===== src/logic/fgc_pkg.sv =====
// Constants for the feedback gain and drive clamp register bank
package fgc_pkg;

    // ==========================================================
    // Register offsets
    localparam logic [7:0] FGC_ADDR_FEEDBACK_GAIN = 8'h23;
    localparam logic [7:0] FGC_ADDR_STEADY_LIMIT = 8'h24;
    localparam logic [7:0] FGC_ADDR_LIMIT_ONE = 8'h25;
    localparam logic [7:0] FGC_ADDR_LIMIT_TWO = 8'h26;

    // ==========================================================
    // Reset values
    localparam logic [7:0] FGC_RST_FEEDBACK_GAIN = 8'h36;
    localparam logic [7:0] FGC_RST_STEADY_LIMIT = 8'h64;
    localparam logic [7:0] FGC_RST_LIMIT_ONE = 8'h80;
    localparam logic [7:0] FGC_RST_LIMIT_TWO = 8'h00;
    localparam logic [7:0] FGC_RDATA_UNMAPPED = 8'h00;

    // ==========================================================
    // Field positions in the feedback gain register
    localparam int FGC_NOISE_GATE_BIT = 7;
    localparam int FGC_BRAKE_LSB = 4;
    localparam int FGC_BRAKE_MSB = 6;
    localparam int FGC_LOOP_LSB = 2;
    localparam int FGC_LOOP_MSB = 3;
    localparam int FGC_BEMF_LSB = 0;
    localparam int FGC_BEMF_MSB = 1;

    // ==========================================================
    // Settling gain codes
    typedef enum logic [1:0]
    {
        FGC_LOOP_VERY_SLOW,
        FGC_LOOP_SLOW,
        FGC_LOOP_FAST,
        FGC_LOOP_VERY_FAST
    } fgc_loop_gain_t;

    // ==========================================================
    // Back-EMF amplifier gain in hundredths, per code
    localparam logic [11:0] FGC_RES_GAIN_X100_0 = 12'h1F4;
    localparam logic [11:0] FGC_RES_GAIN_X100_1 = 12'h3E8;
    localparam logic [11:0] FGC_RES_GAIN_X100_2 = 12'h7D0;
    localparam logic [11:0] FGC_RES_GAIN_X100_3 = 12'hBB8;
    localparam logic [11:0] FGC_ECC_GAIN_X100_0 = 12'h022;
    localparam logic [11:0] FGC_ECC_GAIN_X100_1 = 12'h069;
    localparam logic [11:0] FGC_ECC_GAIN_X100_2 = 12'h0B6;
    localparam logic [11:0] FGC_ECC_GAIN_X100_3 = 12'h190;

endpackage


===== src/logic/fgc_clamp_sel.sv =====
// Effective clamp selection and back-EMF gain lookup
module fgc_clamp_sel
(
    // Mode and status
    input wire logic i_actuator_ecc,
    input wire logic i_cal_active,
    input wire logic i_diag_active,
    input wire logic i_batt_below_one,
    input wire logic i_batt_below_two,
    input wire logic i_overdrive_phase,
    // Limits and back-EMF gain code
    input wire logic [7:0] i_overdrive_limit,
    input wire logic [7:0] i_steady_drive_limit,
    input wire logic [7:0] i_low_battery_overdrive_limit_one,
    input wire logic [7:0] i_low_battery_overdrive_limit_two,
    input wire logic [1:0] i_backemf_amp_gain,
    // Results
    output logic [7:0] o_active_overdrive_limit,
    output logic [7:0] o_drive_clamp,
    output logic [11:0] o_backemf_gain_x100
);

    // ==========================================================
    // Overdrive limit choice
    always_comb
    begin
        if (i_cal_active || i_diag_active)
        begin
            o_active_overdrive_limit = i_overdrive_limit;
        end
        else if (i_batt_below_two)
        begin
            o_active_overdrive_limit = i_low_battery_overdrive_limit_two;
        end
        else if (i_batt_below_one)
        begin
            o_active_overdrive_limit = i_low_battery_overdrive_limit_one;
        end
        else
        begin
            o_active_overdrive_limit = i_overdrive_limit;
        end
    end

    // ==========================================================
    // Clamp: steady limit only outside overdrive, never above the active limit
    always_comb
    begin
        if (i_overdrive_phase)
        begin
            o_drive_clamp = o_active_overdrive_limit;
        end
        else if (o_active_overdrive_limit < i_steady_drive_limit)
        begin
            o_drive_clamp = o_active_overdrive_limit;
        end
        else
        begin
            o_drive_clamp = i_steady_drive_limit;
        end
    end

    // ==========================================================
    // Gain meaning depends on actuator mode
    always_comb
    begin
        unique case (i_backemf_amp_gain)
            2'h0: o_backemf_gain_x100 = i_actuator_ecc ? fgc_pkg::FGC_ECC_GAIN_X100_0
                                                       : fgc_pkg::FGC_RES_GAIN_X100_0;
            2'h1: o_backemf_gain_x100 = i_actuator_ecc ? fgc_pkg::FGC_ECC_GAIN_X100_1
                                                       : fgc_pkg::FGC_RES_GAIN_X100_1;
            2'h2: o_backemf_gain_x100 = i_actuator_ecc ? fgc_pkg::FGC_ECC_GAIN_X100_2
                                                       : fgc_pkg::FGC_RES_GAIN_X100_2;
            2'h3: o_backemf_gain_x100 = i_actuator_ecc ? fgc_pkg::FGC_ECC_GAIN_X100_3
                                                       : fgc_pkg::FGC_RES_GAIN_X100_3;
        endcase
    end

endmodule


===== src/logic/fgc_regs.sv =====
// Feedback gain and drive clamp register bank, top level
module fgc_regs
(
    // Clock and reset
    input wire logic i_sys_clk,
    input wire logic i_rst_n,

    // Register port behind the serial control interface
    input wire logic [7:0] i_reg_addr,
    input wire logic i_reg_wr,
    input wire logic i_reg_rd,
    input wire logic [7:0] i_reg_wdata,
    output logic [7:0] o_reg_rdata,
    output logic o_reg_rvalid,

    // Calibration result for the back-EMF gain
    input wire logic i_cal_gain_wr,
    input wire logic [1:0] i_cal_gain_code,

    // Operating status
    input wire logic i_actuator_ecc,
    input wire logic i_cal_active,
    input wire logic i_diag_active,
    input wire logic i_batt_below_one,
    input wire logic i_batt_below_two,
    input wire logic i_overdrive_phase,
    input wire logic i_drive_update,
    input wire logic [7:0] i_overdrive_limit,

    // Feedback configuration
    output logic o_noise_gate,
    output logic [2:0] o_brake_factor,
    output logic [1:0] o_loop_gain,
    output logic [1:0] o_backemf_amp_gain,
    output logic [11:0] o_backemf_gain_x100,

    // Clamp results
    output logic [7:0] o_active_overdrive_limit,
    output logic [7:0] o_drive_clamp
);

    // ==========================================================
    // State
    typedef struct packed
    {
        logic [7:0] feedback_gain_control;
        logic [7:0] rated_drive_limit;
        logic [7:0] low_battery_overdrive_limit_one;
        logic [7:0] low_battery_overdrive_limit_two;
        logic [7:0] rdata;
        logic rvalid;
        logic [7:0] sel_active;
        logic [7:0] sel_clamp;
        logic [11:0] sel_gain;
        logic [7:0] drive_clamp;
        logic [7:0] active_limit;
    } fgc_state_t;

    localparam fgc_state_t FGC_STATE_RESET = '{
        feedback_gain_control: fgc_pkg::FGC_RST_FEEDBACK_GAIN,
        rated_drive_limit: fgc_pkg::FGC_RST_STEADY_LIMIT,
        low_battery_overdrive_limit_one: fgc_pkg::FGC_RST_LIMIT_ONE,
        low_battery_overdrive_limit_two: fgc_pkg::FGC_RST_LIMIT_TWO,
        rdata: fgc_pkg::FGC_RDATA_UNMAPPED,
        rvalid: 1'b0,
        sel_active: fgc_pkg::FGC_RST_STEADY_LIMIT,
        sel_clamp: fgc_pkg::FGC_RST_STEADY_LIMIT,
        sel_gain: fgc_pkg::FGC_RES_GAIN_X100_2,
        drive_clamp: fgc_pkg::FGC_RST_STEADY_LIMIT,
        active_limit: fgc_pkg::FGC_RST_STEADY_LIMIT
    };

    fgc_state_t state_reg;
    fgc_state_t state_next;

    // ==========================================================
    // Reset release
    logic rst_meta_reg;
    logic rst_sync_reg;
    logic rst_n;

    always_ff @(posedge i_sys_clk or negedge i_rst_n)
    begin
        if (!i_rst_n)
        begin
            rst_meta_reg <= 1'b0;
            rst_sync_reg <= 1'b0;
        end
        else
        begin
            rst_meta_reg <= 1'b1;
            rst_sync_reg <= rst_meta_reg;
        end
    end

    assign rst_n = rst_sync_reg;

    // ==========================================================
    // Selection network
    logic [7:0] comb_active_limit;
    logic [7:0] comb_clamp;
    logic [11:0] comb_gain_x100;

    fgc_clamp_sel u_clamp_sel
    (
        .i_actuator_ecc(i_actuator_ecc),
        .i_cal_active(i_cal_active),
        .i_diag_active(i_diag_active),
        .i_batt_below_one(i_batt_below_one),
        .i_batt_below_two(i_batt_below_two),
        .i_overdrive_phase(i_overdrive_phase),
        .i_overdrive_limit(i_overdrive_limit),
        .i_steady_drive_limit(state_reg.rated_drive_limit),
        .i_low_battery_overdrive_limit_one(state_reg.low_battery_overdrive_limit_one),
        .i_low_battery_overdrive_limit_two(state_reg.low_battery_overdrive_limit_two),
        .i_backemf_amp_gain(state_reg.feedback_gain_control[fgc_pkg::FGC_BEMF_MSB:fgc_pkg::FGC_BEMF_LSB]),
        .o_active_overdrive_limit(comb_active_limit),
        .o_drive_clamp(comb_clamp),
        .o_backemf_gain_x100(comb_gain_x100)
    );

    // ==========================================================
    // Decode
    logic wr_feedback;
    logic wr_steady;
    logic wr_limit_one;
    logic wr_limit_two;

    assign wr_feedback = i_reg_wr && (i_reg_addr == fgc_pkg::FGC_ADDR_FEEDBACK_GAIN);
    assign wr_steady = i_reg_wr && (i_reg_addr == fgc_pkg::FGC_ADDR_STEADY_LIMIT);
    assign wr_limit_one = i_reg_wr && (i_reg_addr == fgc_pkg::FGC_ADDR_LIMIT_ONE);
    assign wr_limit_two = i_reg_wr && (i_reg_addr == fgc_pkg::FGC_ADDR_LIMIT_TWO);

    // ==========================================================
    // Next state
    always_comb
    begin
        state_next = state_reg;
        state_next.rvalid = 1'b0;

        // Host write covers every field, loop gain and back-EMF gain included
        if (wr_feedback)
        begin
            state_next.feedback_gain_control = i_reg_wdata;
        end
        else if (i_cal_gain_wr)
        begin
            // Host write in the same cycle wins; the host had the last word
            state_next.feedback_gain_control[fgc_pkg::FGC_BEMF_MSB:fgc_pkg::FGC_BEMF_LSB] =
                i_cal_gain_code;
        end

        if (wr_steady)
        begin
            state_next.rated_drive_limit = i_reg_wdata;
        end

        if (wr_limit_one)
        begin
            state_next.low_battery_overdrive_limit_one = i_reg_wdata;
        end

        if (wr_limit_two)
        begin
            state_next.low_battery_overdrive_limit_two = i_reg_wdata;
        end

        // Read answers one cycle later; unmapped reads give zero
        if (i_reg_rd)
        begin
            state_next.rvalid = 1'b1;
            unique case (i_reg_addr)
                fgc_pkg::FGC_ADDR_FEEDBACK_GAIN: state_next.rdata = state_reg.feedback_gain_control;
                fgc_pkg::FGC_ADDR_STEADY_LIMIT: state_next.rdata = state_reg.rated_drive_limit;
                fgc_pkg::FGC_ADDR_LIMIT_ONE: state_next.rdata = state_reg.low_battery_overdrive_limit_one;
                fgc_pkg::FGC_ADDR_LIMIT_TWO: state_next.rdata = state_reg.low_battery_overdrive_limit_two;
                default: state_next.rdata = fgc_pkg::FGC_RDATA_UNMAPPED;
            endcase
        end

        // Selection tracked every cycle so status and limit changes are never missed
        state_next.sel_active = comb_active_limit;
        state_next.sel_clamp = comb_clamp;
        state_next.sel_gain = comb_gain_x100;

        // Applied clamp moves only on a drive update, keeping each drive sample consistent
        if (i_drive_update)
        begin
            state_next.drive_clamp = state_reg.sel_clamp;
            state_next.active_limit = state_reg.sel_active;
        end
    end

    // ==========================================================
    // State register
    always_ff @(posedge i_sys_clk or negedge rst_n)
    begin
        if (!rst_n)
        begin
            state_reg <= FGC_STATE_RESET;
        end
        else
        begin
            state_reg <= state_next;
        end
    end

    // ==========================================================
    // Outputs
    assign o_reg_rdata = state_reg.rdata;
    assign o_reg_rvalid = state_reg.rvalid;
    assign o_noise_gate = state_reg.feedback_gain_control[fgc_pkg::FGC_NOISE_GATE_BIT];
    assign o_brake_factor = state_reg.feedback_gain_control[fgc_pkg::FGC_BRAKE_MSB:fgc_pkg::FGC_BRAKE_LSB];
    assign o_loop_gain = state_reg.feedback_gain_control[fgc_pkg::FGC_LOOP_MSB:fgc_pkg::FGC_LOOP_LSB];
    assign o_backemf_amp_gain = state_reg.feedback_gain_control[fgc_pkg::FGC_BEMF_MSB:fgc_pkg::FGC_BEMF_LSB];
    assign o_backemf_gain_x100 = state_reg.sel_gain;
    assign o_active_overdrive_limit = state_reg.active_limit;
    assign o_drive_clamp = state_reg.drive_clamp;

endmodule


===== config.mk =====
export PLATFORM = sky130hd
export DESIGN_NAME = fgc_regs
export DESIGN_NICKNAME = d
export VERILOG_FILES = /design/src/logic/fgc_pkg.sv /design/src/logic/fgc_clamp_sel.sv /design/src/logic/fgc_regs.sv
export SDC_FILE = /design/constraint.sdc
export NUM_CORES = 1
export LEC_CHECK = 0
export ABC_AREA = 0
export BUFFER_PORTS_ARGS = -buffer_cell sky130_fd_sc_hd__buf_2
export CORE_MARGIN = 1
export CORE_UTILIZATION = 55
export CTS_CLUSTER_DIAMETER = 100
export DETAILED_ROUTE_END_ITERATION = 10
export PLACE_DENSITY = 0.84
export SLEW_MARGIN = 10
export SYNTH_ARGS = -nofsm -noshare
export SYNTH_HDL_FRONTEND = slang
export SYNTH_HIERARCHICAL = 1
export SYNTH_SLANG_ARGS = --single-unit

===== constraint.sdc =====
create_clock -name i_sys_clk -period 3.28 [get_ports i_sys_clk]
set_input_delay 0.656 -clock i_sys_clk [delete_from_list [all_inputs] [get_ports i_sys_clk]]
set_output_delay 0.656 -clock i_sys_clk [all_outputs]
set_load 0.02 [all_outputs]

==> impl_metrics.tcl, run 1 <==
set metrics [dict create \
    internal_power_mw 1.75 \
    pwr-share-clk_pct 33.5 \
    cp.arrival_ns 3.23 \
    drtIter0Drc 211 \
    cp_cell_sequence "buf_2 > or2_1 > a22oi_1 > o21ai_0 > ha_1 > and3_1 > a21boi_1 > a21boi_2 > a311oi_4 > mux2_2" \
    drive_above_1_share_pct 50.8 \
    cts_buffer_depth 2 \
    worstPathMaxFanout 8 \
    finalCriticalPeriod_ns 2.98 \
    synth_area_leader_cell "dfrtp_1" \
    routed_via_density 5.57 \
    pwr-share-comb_pct 14.3 \
    cpMaxStageDelayCell "a311oi_4" \
    synth_edf_count 0 \
    ys_ff_latch 87 \
    io_buffers 82 \
    clock_sinks 87 \
    maxCapViolations 0 \
    critPathBufInv 1 \
    layout.nets 430 \
    dp_hpwl_um 6160 \
    postCtsHoldBufs 0 \
    worstSetupPathType "in2reg" \
    pre_cts_ws_ns -0.0252 \
    outcome "complete, no violations" \
    ir_drop_mv 0.362 \
    setup_viol 0 \
    grt_pass1_wl_um 13700 \
    overflow 0 \
    avgSynthCellArea_sq_um 12.4 \
    synth_area_leaders "dfrtp_1, dfstp_2, mux2_2" \
    cpPeakStageDelay_ns 0.47 \
    clk_latency_ns 0.36 \
    power_frac_seq_pct 52.2 \
    post-route-util_pct 63.1 \
    synth_nets 389 \
    crit_required_ns 3.53 \
    grt.total_usage_pct 22.6 \
    dieWidth_um 89.9 \
    max_freq_mhz 336 \
    finalSetupTns_ns 0 \
    synth.distinct_cells 48 \
    place_area_sq_um 4430 \
    p_leak_nw 2.15 \
    antenna_found_initial 0 \
    initial_core_util_pct 57.7 \
    wl_per_cell_um 17.3 \
    switchingPower_mw 0.622 \
    r2r_start "state_reg[67]" \
    dieArea_sq_um 8090 \
    drc 0 \
    ff2ff_path_depth 10 \
    hold_violations 0 \
    antenna_cells 0 \
    syn_inst 344 \
    cp.depth 10 \
    grt_pass1_vias 2669 \
    post_cts_resized 0 \
    clock-root-buffer "clkbuf_8" \
    holdWs_ns 0.0682 \
    pin_count 83 \
    area_delta_synth_final_pct 9.30 \
    min_path_type "in2async" \
    total_power_mw 2.37 \
    drv_slew 0 \
    clkTransAtPathRegs_ns 0.08 \
    slew_headroom_pct 30.8 \
    cts_buffers 9 \
    synth_top_area_share_pct 35.9 \
    clock_skew_ns 0.0105 \
    instances_no_fill 489 \
    synth_ff_type "dfrtp_1" \
    wl_um 8460 \
    core_sq_um 7370 \
    p_sw_share_pct 26.2 \
    tightest_slew_ns 1.04 \
    cts_tree "yes" \
    drt_pass1_iterations 7 \
    crit_family "compound AO/OA/AOI/OAI gates" \
    synthArstFlopShare_pct 100 \
    critPathLaunch "i_diag_active" \
    critPathLaunchType "primary input" \
    dieHeight_um 89.9 \
    n_fill_cell 611 \
    final_area_sq_um 4650 \
    ant_nets 0 \
    htree_levels 3 \
    syn_area_sq_um 4250 \
    largest_register_ffs 40 \
    synthTopCellsByCount "dfrtp_1, mux2_2, buf_4" \
    yosys_warnings 6 \
    powerDensity_nw_per_um2 511 \
    rsz0062_at_grt "false" \
    dp_cells 473 \
    yosysSeqAreaShare_pct 52.0 \
    setup_slack_ns 0.300 \
    cts_setup_buffers 0 \
    gp_congestion 0.966 \
    yosysMostFrequentCell "dfrtp_1" \
    fin_crit_sh_pct 90.9 \
    vias 2725 \
    core.rowCount 31 \
    end_kind "flip-flop" \
    grt_max_degree 86 \
]
==> final cells by class <==
type | instances | area [sq um] | share of cell area [%]
clock buffers | 11 | 131 | 2.83
clock inverters | 5 | 82.6 | 1.78
inverters | 11 | 41.3 | 0.889
multi-input cells | 189 | 1610 | 34.6
flip-flops and latches | 87 | 2210 | 47.6
well taps | 99 | 124 | 2.67
repair buffers | 87 | 448 | 9.64
==> per-layer routing <==
metal | track usage (%) | vias to the layer above | wire (um)
li1 | - | 1257 | -
met4 | 10.6 | 0 | 223
met1 | 30.1 | 1343 | 3790
met3 | 5.25 | 18 | 457
met5 | 0 | - | 0
met2 | 35.2 | 107 | 4000
==> power by group through the flow <==
stage / registers, mW / clock network, mW / logic, mW
6_report: 1.24 / 0.795 / 0.339
5_1_grt: 1.26 / 0.857 / 0.365
4_1_cts: 1.24 / 0.816 / 0.339
3_5_place_dp: 1.26 / 0 / 0.338
3_3_place_gp: 1.26 / 0 / 0.327
2_1_floorplan: 1.24 / 0 / 0.296
==> layout by cell type, fill, tap and decap left out, drive strengths merged, types with 2 or more instances in the layout <==
cell | Yosys | final
a22o | 7 | 7
buf | 50 | 87
dfstp | 26 | 26
o2bb2ai | 2 | 2
xnor2 | 2 | 2
a22oi | 14 | 14
o21ai | 8 | 8
ha | 7 | 7
a31oi | 7 | 7
a222oi | 7 | 7
clkinv | 0 | 3
clkbuf | 7 | 11
nand2 | 23 | 23
dfrtp | 61 | 61
and3 | 3 | 3
inv | 11 | 11
bufinv | 0 | 2
nor2b | 12 | 12
nand3 | 2 | 2
mux2 | 57 | 57
o211ai | 2 | 2
a21oi | 6 | 6
nor2 | 11 | 11
a21boi | 2 | 2
nor3b | 3 | 3
==> cells by family (layout without fill, tap and decap cells) <==
family | count (synthesis) | count (layout) | synth area share [%]
muxes | 58 | 58 | 15.3
DFF | 87 | 87 | 52.0
adders and majority gates | 7 | 7 | 2.06
other | 1 | 1 | 0.0882
and+or+nand+nor | 59 | 59 | 8.36
AOI/OAI and AO/OA | 61 | 61 | 11.3
xor gates and xnor gates | 3 | 3 | 0.618
buffers and inverters | 68 | 114 | 10.2
==> path summary, 6_finish.rpt <==
| kind | endpoint | slack [ns] |
|---|---|---|
| worst min register to register | rst_n | 0.36 |
| worst max register to register | state_reg[31] | 0.57 |
| worst min-delay path | rst_n | 0.07 |
| max in group asynchronous | state_reg[53] | 2.09 |
| min in group i_sys_clk | rst_n | 0.36 |
| worst max-delay path | state_reg[31] | 0.30 |
==> worst reg2reg max path: cells and delay by family, from the launching register on <==
kind | cells | cell delay, ns
AOI/OAI and AO/OA | 5 | 1.12
DFF | 1 | 0.43
muxes | 1 | 0.40
adders and majority gates | 1 | 0.34
and+or+nand+nor | 3 | 0.32
Power figures use the tool's default switching activity.
==> run 2: changes to the inputs <==
--- a/config.mk
+++ b/config.mk
@@ -9,2 +9,4 @@
 export BUFFER_PORTS_ARGS = -buffer_cell sky130_fd_sc_hd__buf_2
+export CAP_MARGIN = 30
+export CORE_ASPECT_RATIO = 0.75
 export CORE_MARGIN = 1
--- a/constraint.sdc
+++ b/constraint.sdc
@@ -3,2 +3,2 @@
 set_output_delay 0.656 -clock i_sys_clk [all_outputs]
-set_load 0.02 [all_outputs]
+set_load 0.005 [all_outputs]
==> impl_metrics.tcl, run 2 (same netlist as run 1, synthesis figures left out) <==
set metrics [dict create \
    max_freq_mhz 344 \
    dieHeight_um 78.1 \
    cts_setup_buffers 0 \
    routed_via_density 5.60 \
    cp_cell_sequence "buf_2 > nor2_1 > and2_0 > a22oi_1 > o21ai_0 > ha_1 > a211oi_1 > a21boi_1 > a21boi_2 > a311oi_4 > buf_4 > mux2_2" \
    worstPathMaxFanout 6 \
    outcome "complete, no violations" \
    cp.arrival_ns 3.17 \
    wl_um 8410 \
    post_cts_resized 0 \
    clock_sinks 87 \
    postCtsHoldBufs 0 \
    antenna_cells 0 \
    cpMaxStageDelayCell "a211oi_1" \
    io_buffers 82 \
    layout.nets 434 \
    instances_no_fill 495 \
    drtIter0Drc 144 \
    crit_required_ns 3.54 \
    finalCriticalPeriod_ns 2.91 \
    end_kind "flip-flop" \
    clock_skew_ns 0.00865 \
    critPathLaunchType "primary input" \
    wl_per_cell_um 17.0 \
    slew_headroom_pct 41.5 \
    hold_violations 0 \
    pin_count 83 \
    core.rowCount 27 \
    tightest_slew_ns 0.875 \
    clock-root-buffer "clkbuf_8" \
    fin_crit_sh_pct 88.7 \
    area_delta_synth_final_pct 11.3 \
    cts_buffer_depth 2 \
    dp_cells 479 \
    ant_nets 0 \
    vias 2774 \
    grt_pass1_vias 2779 \
    drv_slew 0 \
    dieWidth_um 104 \
    ir_drop_mv 0.270 \
    mostFrequentLayoutCells "buf_2, dfrtp_1, mux2_2" \
    cpPeakStageDelay_ns 0.39 \
    r2r_slack_ns 0.72 \
    antenna_found_initial 0 \
    dieArea_sq_um 8090 \
    largest_register_ffs 40 \
    grt_pass1_wl_um 14200 \
    initial_core_util_pct 57.5 \
    worstSetupPathType "in2reg" \
    layout_commonest_cell "buf_2" \
    drt_pass1_iterations 5 \
    setup_viol 0 \
    clk_latency_ns 0.37 \
    r2r_start "state_reg[67]" \
    maxCapViolations 0 \
    post-route-util_pct 64.0 \
    overflow 0 \
    gp_congestion 0.814 \
    dp_hpwl_um 6060 \
    grt_max_degree 48 \
    p_leak_nw 2.19 \
    drc 0 \
    ff2ff_path_depth 11 \
    cts_buffers 9 \
    rsz0062_at_grt "false" \
    min_path_type "in2async" \
    powerDensity_nw_per_um2 517 \
    cts_tree "yes" \
    drive_above_1_share_pct 51.8 \
    r2r-end "state_reg[35]" \
    finalSetupTns_ns 0 \
    htree_levels 3 \
    grt.total_usage_pct 23.0 \
    core_sq_um 7400 \
    clkTransAtPathRegs_ns 0.09 \
]
[run 2: cell types whose count changed in the layout (fill, tap and decap cells not counted)]
cell and change:
clkinv_2 -1, bufinv_16 +1, buf_12 +1, clkinvlp_4 +2, clkbuf_1 -2, clkbuf_8 +1, buf_4 +3, inv_8 +1
clkinv_4 -2
[run 2: where the power goes]
group          internal (mW)  switching [mW]  total (mW)
combinational          0.153           0.143       0.296
sequential              1.17          0.0568        1.23
clock                  0.531           0.390       0.922
[run 2: how the worst max path moves through the flow]
stage	depth (start not counted)	slack, ns	startpoint	to
2_1_floorplan	11	0.24	i_diag_active	state_reg[29]
3_3_place_gp	11	0.09	i_diag_active	state_reg[31]
3_5_place_dp	11	0.01	i_diag_active	state_reg[29]
4_1_cts	11	0.40	i_diag_active	state_reg[29]
5_1_grt	12	0.22	i_diag_active	state_reg[29]
6_report	12	0.37	i_diag_active	state_reg[35]
[run 2: worst max-delay path: cells and delay by family]
family,cells,cell delay [ns]
AND/OR/NAND/NOR,2,0.57
buffers and inverters,2,0.28
adder cells (fa/ha/maj),1,0.31
multiplexers,1,0.28
AO/OA/AOI/OAI,6,1.09
[run 2: per-layer routing]
layer,global-route usage (%),routed length [um]
met5,0,0
met4,8.12,159
met3,7.31,503
met2,35.4,3870
met1,30.7,3880
[run 2: final cells by class]
cell class                      instances  area [sq um]
Fill cell                             603          2670
Sequential cell                        87          2210
Multi-Input combinational cell        189          1610
Timing Repair Buffer                   91           490
Clock buffer                           10           138
Tap cell                              101           126
Clock inverter                          6           116
Inverter                               11          41.3
[run 2: stage by stage]
step / hold WS, ns / power [mW] / worst slack, ns / area, sq um
2_1_floorplan: 0.331 / 1.47 / 0.244 / 4250
3_3_place_gp: 0.337 / 1.53 / 0.0948 / 4460
3_5_place_dp: 0.343 / 1.55 / 0.0113 / 4480
6_report: 0.0491 / 2.45 / 0.371 / 4730
4_1_cts: 0.0368 / 2.47 / 0.401 / 4730
5_1_grt: 0.0189 / 2.57 / 0.216 / 4730
